### src/hdl/spmc_regs.svh
// Register map, field positions, reset values and timing counts of the power mode controller
`ifndef SPMC_REGS_SVH
`define SPMC_REGS_SVH

// ---------------------------------------------------------------
// Register offsets
// ---------------------------------------------------------------
`define SPMC_ADDR_PMC        8'h0e
`define SPMC_ADDR_SIT        8'h0f
`define SPMC_ADDR_PC13_P1    8'h1d
`define SPMC_PORT_STRIDE     8'h10

// ---------------------------------------------------------------
// Fields and reset values
// ---------------------------------------------------------------
`define SPMC_MODE_LSB        3
`define SPMC_PORT_PD_BIT     3
`define SPMC_NUM_PORTS       5
`define SPMC_PMC_RST         8'h00
`define SPMC_SIT_RST         8'h32
`define SPMC_PC13_RST        8'h00

// ---------------------------------------------------------------
// Timing
// ---------------------------------------------------------------
`define SPMC_CLK_NS          10
`define SPMC_PULSE_W_NS      120
`define SPMC_PULSE_W_CYC     ((`SPMC_PULSE_W_NS + `SPMC_CLK_NS - 1) / `SPMC_CLK_NS)
`define SPMC_PULSE_PER_NS    1000000000
`define SPMC_PULSE_PER_CYC   (`SPMC_PULSE_PER_NS / `SPMC_CLK_NS)
`define SPMC_SLEEP_UNIT_NS   1000000
`define SPMC_SLEEP_UNIT_CYC  (`SPMC_SLEEP_UNIT_NS / `SPMC_CLK_NS)
`define SPMC_IRST_CYC        4'hf

`endif

### src/hdl/spmc_pkg.sv
// Types of the power mode controller
package spmc_pkg;

   // ---------------------------------------------------------------
   // Modes and sequencer states
   // ---------------------------------------------------------------
   typedef enum logic [1:0] {
      SPMC_NORMAL  = 2'h0,
      SPMC_ENERGY  = 2'h1,
      SPMC_SOFT_PD = 2'h2,
      SPMC_SAVING  = 2'h3
   } spmc_mode_t;

   typedef enum logic [1:0] {
      SPMC_ST_RUN  = 2'h0,
      SPMC_ST_PDN  = 2'h1,
      SPMC_ST_IRST = 2'h3
   } spmc_seq_t;

   // ---------------------------------------------------------------
   // Whole state of the controller
   // ---------------------------------------------------------------
   typedef struct packed {
      spmc_seq_t       st;
      logic [1:0]      pd_s;
      logic [9:0]      en_s;
      logic [7:0]      pmc;
      logic [7:0]      sit;
      logic [4:0][7:0] pc13;
      logic [7:0]      rdata;
      logic [3:0]      irst_cnt;
      logic [16:0]     tick_cnt;
      logic [8:0]      idle_cnt;
      logic            ed_low;
      logic [26:0]     pulse_cnt;
      logic            pulse;
   } spmc_state_t;

endpackage : spmc_pkg

### src/hdl/spmc_top.sv
// Power mode controller of the five-port switch
// Overview of operation
// - Holding the power-down pin low powers the whole chip down.
// - Releasing the power-down pin runs an internal reset before operation resumes.
// - Mode field 00 is normal, 01 energy detect, 10 soft power down, 11 power saving.
// - Bit 3 of a port's control 13 register powers down only that port's PHY.
// - After power-up or reset the mode field is 00, normal operation.
// - Normal mode keeps clocks, PHYs and MACs on and the host port accepting accesses.
// - From normal mode the host may write any other mode and the chip enters it.
// - Energy detect mode sleeps once no cable energy is seen for longer than go-sleep.
// - In the low power state only the receiver energy detector and the line pulse stay on.
// - Cable energy in the low power state returns the chip to normal power.
// - Energy detect mode emits a 120 ns pulse once per second on the line.
// - Soft power down stops the clocks and turns off every PHY and MAC.
// - Any host access in soft power down wakes to normal mode through an internal reset.
// - Power saving keeps the transmitter on and turns off only the unused receiver.
`timescale 1ns/1ns
`include "spmc_regs.svh"

module spmc_top
   import spmc_pkg::*;
#(
   parameter int unsigned PULSE_PER_CYC  = `SPMC_PULSE_PER_CYC,
   parameter int unsigned SLEEP_UNIT_CYC = `SPMC_SLEEP_UNIT_CYC
) (
   input  wire logic       mclk,
   input  wire logic       rst,
   input  wire logic       chip_power_down_input_n,
   input  wire logic [4:0] cable_energy,
   input  wire logic [4:0] an_enable,
   input  wire logic       reg_wr,
   input  wire logic       reg_rd,
   input  wire logic [7:0] reg_addr,
   input  wire logic [7:0] reg_wdata,
   output logic      [7:0] reg_rdata,
   output logic            chip_powered_down,
   output logic            int_reset,
   output logic            pll_clk_en,
   output logic            mac_power_on,
   output logic      [4:0] phy_power_on,
   output logic      [4:0] phy_rx_unused_off,
   output logic            ed_monitor_on,
   output logic            link_pulse
);

   // ---------------------------------------------------------------
   // State
   // ---------------------------------------------------------------
   spmc_state_t q;
   spmc_state_t d;
   spmc_mode_t  mode_now;
   logic [4:0]  en_now;
   logic        run;
   logic        core_on;

   assign mode_now = spmc_mode_t'(q.pmc[`SPMC_MODE_LSB+1:`SPMC_MODE_LSB]);
   assign en_now   = q.en_s[9:5];
   assign run      = (q.st == SPMC_ST_RUN);

   // ---------------------------------------------------------------
   // Next state
   // ---------------------------------------------------------------
   always_comb begin
      logic [7:0] rv;
      rv = 8'h00;
      d = q;
      d.pd_s = {q.pd_s[0], chip_power_down_input_n};
      d.en_s = {q.en_s[4:0], cable_energy};
      d.pulse = 1'b0;
      case (q.st)
         SPMC_ST_RUN: begin
            if (!q.pd_s[1]) begin
               d.st = SPMC_ST_PDN;
            end else if (mode_now == SPMC_SOFT_PD) begin
               // Access is a wake event only; its data is dropped
               if (reg_wr || reg_rd) begin
                  d.st       = SPMC_ST_IRST;
                  d.irst_cnt = `SPMC_IRST_CYC;
               end
            end else begin
               if (reg_wr) begin
                  if (reg_addr == `SPMC_ADDR_PMC) begin
                     d.pmc = reg_wdata;
                  end else if (reg_addr == `SPMC_ADDR_SIT) begin
                     d.sit = reg_wdata;
                  end
                  for (int p = 0; p < `SPMC_NUM_PORTS; p++) begin
                     if (reg_addr == 8'(`SPMC_ADDR_PC13_P1 + p * `SPMC_PORT_STRIDE)) begin
                        d.pc13[p] = reg_wdata;
                     end
                  end
               end
               if (reg_rd) begin
                  if (reg_addr == `SPMC_ADDR_PMC) begin
                     rv = q.pmc;
                  end else if (reg_addr == `SPMC_ADDR_SIT) begin
                     rv = q.sit;
                  end
                  for (int p = 0; p < `SPMC_NUM_PORTS; p++) begin
                     if (reg_addr == 8'(`SPMC_ADDR_PC13_P1 + p * `SPMC_PORT_STRIDE)) begin
                        rv = q.pc13[p];
                     end
                  end
                  d.rdata = rv;
               end
            end
         end
         SPMC_ST_PDN: begin
            if (q.pd_s[1]) begin
               d.st       = SPMC_ST_IRST;
               d.irst_cnt = `SPMC_IRST_CYC;
            end
         end
         SPMC_ST_IRST: begin
            if (!q.pd_s[1]) begin
               d.st = SPMC_ST_PDN;
            end else if (q.irst_cnt == 4'h0) begin
               d.st = SPMC_ST_RUN;
            end else begin
               d.irst_cnt = q.irst_cnt - 4'h1;
            end
         end
         default: begin
            d.st = SPMC_ST_RUN;
         end
      endcase
      // Energy detect idle timer and line pulse
      if (run && d.st == SPMC_ST_RUN && mode_now == SPMC_ENERGY) begin
         if (|en_now) begin
            d.tick_cnt = 17'h00000;
            d.idle_cnt = 9'h000;
            d.ed_low   = 1'b0;
         end else begin
            if (q.tick_cnt == 17'(SLEEP_UNIT_CYC - 1)) begin
               d.tick_cnt = 17'h00000;
               // Saturates so a long idle never wraps back awake
               if (q.idle_cnt != 9'h1ff) begin
                  d.idle_cnt = q.idle_cnt + 9'h001;
               end
            end else begin
               d.tick_cnt = q.tick_cnt + 17'h00001;
            end
            if (q.idle_cnt > {1'b0, q.sit}) begin
               d.ed_low = 1'b1;
            end
         end
         if (q.pulse_cnt == 27'(PULSE_PER_CYC - 1)) begin
            d.pulse_cnt = 27'h0000000;
         end else begin
            d.pulse_cnt = q.pulse_cnt + 27'h0000001;
         end
         d.pulse = (q.pulse_cnt < 27'(`SPMC_PULSE_W_CYC));
      end else begin
         d.tick_cnt  = 17'h00000;
         d.idle_cnt  = 9'h000;
         d.ed_low    = 1'b0;
         d.pulse_cnt = 27'h0000000;
      end
      // Internal reset returns every register to its default
      if (q.st == SPMC_ST_IRST || q.st == SPMC_ST_PDN) begin
         d.pmc   = `SPMC_PMC_RST;
         d.sit   = `SPMC_SIT_RST;
         d.rdata = 8'h00;
         for (int p = 0; p < `SPMC_NUM_PORTS; p++) begin
            d.pc13[p] = `SPMC_PC13_RST;
         end
      end
   end

   always_ff @(posedge mclk) begin
      if (rst) begin
         q       <= '0;
         q.st    <= SPMC_ST_RUN;
         q.pd_s  <= 2'h3;
         q.pmc   <= `SPMC_PMC_RST;
         q.sit   <= `SPMC_SIT_RST;
         q.pc13  <= {`SPMC_NUM_PORTS{`SPMC_PC13_RST}};
      end else begin
         q <= d;
      end
   end

   // ---------------------------------------------------------------
   // Power controls
   // ---------------------------------------------------------------
   // Soft power down and the sleeping energy state gate the whole core
   assign core_on = run && (mode_now != SPMC_SOFT_PD)
                    && !(mode_now == SPMC_ENERGY && q.ed_low);

   assign chip_powered_down = (q.st == SPMC_ST_PDN);
   assign int_reset         = (q.st == SPMC_ST_IRST);
   assign pll_clk_en        = core_on;
   assign mac_power_on      = core_on;
   assign ed_monitor_on     = run && (mode_now == SPMC_ENERGY);
   assign link_pulse        = q.pulse;
   assign reg_rdata         = q.rdata;

   for (genvar gp = 0; gp < `SPMC_NUM_PORTS; gp++) begin : g_port
      assign phy_power_on[gp] = core_on && !q.pc13[gp][`SPMC_PORT_PD_BIT];
      assign phy_rx_unused_off[gp] = run && (mode_now == SPMC_SAVING)
                                     && an_enable[gp] && !en_now[gp];
   end
endmodule : spmc_top

### config.mk
export PLATFORM = sky130hd
export DESIGN_NAME = spmc_top
export DESIGN_NICKNAME = d
export VERILOG_FILES = /design/src/hdl/spmc_pkg.sv /design/src/hdl/spmc_top.sv
export VERILOG_INCLUDE_DIRS = /design/src /design/src/hdl
export SDC_FILE = /design/constraint.sdc
export NUM_CORES = 1
export LEC_CHECK = 0
export ABC_AREA = 1
export BUFFER_PORTS_ARGS = -buffer_cell sky130_fd_sc_hd__buf_2
export CORE_MARGIN = 5
export CORE_UTILIZATION = 50
export DETAILED_ROUTE_END_ITERATION = 8
export GPL_TIMING_DRIVEN = 0
export PLACE_DENSITY = 0.73
export SYNTH_ARGS = -nofsm -noshare
export SYNTH_HDL_FRONTEND = slang
export SYNTH_SLANG_ARGS = --single-unit
### constraint.sdc
create_clock -name mclk -period 2.1 [get_ports mclk]
set_clock_uncertainty 0.05 [all_clocks]
set_input_delay 0.315 -clock mclk [delete_from_list [all_inputs] [get_ports mclk]]
set_output_delay 0.315 -clock mclk [all_outputs]
set_load 0.05 [all_outputs]
==> flow_summary.ini <==
[outcome]
outcome = complete, no violations

[timing]
fin_tns_setup_ns = 0
final.period_utilization = 0.967
min_period_ns = 2.03
worstMarginPinSlew_ns = 0.814
fmax_mhz = 492
setup_violations = 0
drv_slew = 0
slew-limit-headroom = 0.452
hold_viol = 0

[layout]
final_net_count = 1006
fin_cells = 1151
area_growth_pct = 17.9
layout-drive-gt1-share = 0.165
finish.utilization = 0.597
n_antenna_cell = 0

[synth]
yosys.area.top_type = dfxtp_1
syn_avg_cell_area_sq_um = 7.48
synthFlopType = dfxtp_1
yosys-top-cells-count = 137 x dfxtp_1, 121 x nand2_1, 118 x inv_1, 118 x nor2_1, 65 x nand3_1
syn_inst = 889
netlist_area_sq_mm = 0.00665
yosys_register_bits = 137
synth_warnings = 0
ys_seq_area_frac = 0.412
syn-num-nets = 933
synth-edff-count = 0
yosysMostFrequentCell = dfxtp_1
synth_top_area_share = 0.412
synthArstFlopShare = 0
netlist_top_cells_area = dfxtp_1 41%, nand2_1 6.8%, inv_1 6.7%
synth_cell_type_count = 44

[placement]
dp_cells = 1118
gp_congestion = 0.907
dpl.hpwl_um = 11400
port_buffers = 53

[detailed_routing]
drc = 0
drtPass1Iterations = 5
wl_per_cell_um = 13.4
ant_nets = 0
drtIter0Drc = 396
vias = 5900
drt_wl_total_um = 15500
via_per_inst = 5.13

[clock_tree]
cts-buffers-inserted = 17
path_clk_slew_ns = 0.05
clockBufferDepth = 2
cts_root_buf = clkbuf_16
insertion_delay_ns = 0.42
h-tree-depth = 4
cts_tree = done
clkSinkCount = 137
post_cts_buffers = 0

[hold_path]
holdCritPathClass = in2reg

[global_routing]
antenna_found_initial = 0
gr-usage-all-layers = 0.202
grt_pass1_vias = 5650
overflow = 0
grt_pass1_wl_um = 26200
grt_max_degree = 17

[job]
drv_cap = 0

[setup_path]
cp_max_fo = 6
worst_setup_path_start_kind = register
criticalPathCategory = reg2out
worst-endpoint-required_ns = 1.74
cp.arrival_ns = 1.67
crit_path_end_kind = primary output

[pwr]
power_leakage_nw = 3.20
finalPower_mw = 6.05
power_density_mw_per_mm2 = 772
max-vdd-ir-drop_mv = 0.673

[floorplan]
initial_core_util = 0.506
io_pins = 55
die_w_um = 125
rows = 42
die-area_sq_mm = 0.0157
coreArea_sq_mm = 0.0131
die_h_um = 125
[routing by layer]
| metal | track usage | part of all wire | up-vias |
|---|---|---|---|
| li1 | - | - | 3051 |
| met1 | 0.248 | 0.45 | 2689 |
| met2 | 0.351 | 0.49 | 136 |
| met3 | 0.0473 | 0.039 | 24 |
| met4 | 0.0670 | 0.016 | 0 |
| met5 | 0 | 0 | - |
[worst max-delay path, cell delays in order, from the launching register on]
cell	delay [ns]
dfxtp_1	0.48
nor2_1	0.14
a21oi_4	0.23
inv_4	0.10
nor2_2	0.09
buf_4	0.20
[placed cells by master, fill, tap and decap left out, drive strengths merged, types with 2 or more instances in the layout]
| cell type | instances |
|---|---|
| clkbuf | 36 |
| nand2 | 125 |
| xor2 | 27 |
| nand4 | 18 |
| clkinv | 5 |
| o21ai | 56 |
| nor4 | 12 |
| nor3b | 5 |
| xnor2 | 12 |
| buf | 75 |
| nor2 | 130 |
| bufinv | 2 |
| a21oi | 59 |
| ha | 13 |
| nor3 | 26 |
| dfxtp | 137 |
| a31oi | 3 |
| o21bai | 9 |
| nand3 | 68 |
| clkinvlp | 2 |
| a211oi | 17 |
| o211ai | 5 |
| or2 | 5 |
| inv | 123 |
[worst paths after layout]
| kind | start | end | slack, ns | cells after the start |
|---|---|---|---|---|
| worst min register to register | d[128] | en_now[0] | 0.35 | 2 |
| worst max register to register | q[1] | q[19] | 0.15 | 11 |
| worst min-delay path | chip_power_down_input_n | d[134] | 0.03 | 2 |
| worst max-delay path | mode_now[1] | phy_power_on[3] | 0.07 | 5 |
[what timing repair did]
item,4_1_cts,5_1_grt
pin swaps,0,2
gates cloned,0,1
endpoints found under the setup margin,12,20
gates resized for setup,10,14
hold buffers,0,0
[registers in the layout, summed over array words and instances, names as in the netlist]
register,flops
q,115
reg_rdata,8
d,6
en_now,5
mode_now,2
link_pulse,1
[kinds of logic after synthesis]
kind of cell / share of synthesized area
AO/OA/AOI/OAI: 0.131
XOR/XNOR: 0.0514
adder cells (fa/ha/maj): 0.0245
buffers and inverters: 0.101
flip-flops: 0.412
AND/OR/NAND/NOR: 0.279
[power by group]
group / total, mW / leakage (nW) / switching, mW / internal (mW)
sequential: 2.65 / 1.11 / 0.0168 / 2.63
clock: 3.02 / 0.293 / 1.08 / 1.93
combinational: 0.385 / 1.80 / 0.267 / 0.118
total: 6.05 / 3.20 / 1.37 / 4.68
[per-stage QoR]
step	hold WS, ns	area (sq um)	setup WS (ns)
floorplan	0.338	6670	-0.0878
global placement	0.340	7150	0.0273
detailed placement	0.348	7150	-0.0339
CTS	0.0203	7790	0.00672
global route	0.0211	7840	-0.00134
finish	0.0280	7840	0.0694
[area by class of cell]
type / instances / area [sq um]
fill: 1221 / 5300
clock buffer: 26 / 519
sequential: 137 / 2750
multi-input combinational: 595 / 3300
clock inverter: 6 / 85.1
buffer: 32 / 201
inverter: 126 / 477
tap: 176 / 220
timing repair buffer: 53 / 288
Power figures use the tool's default switching activity.
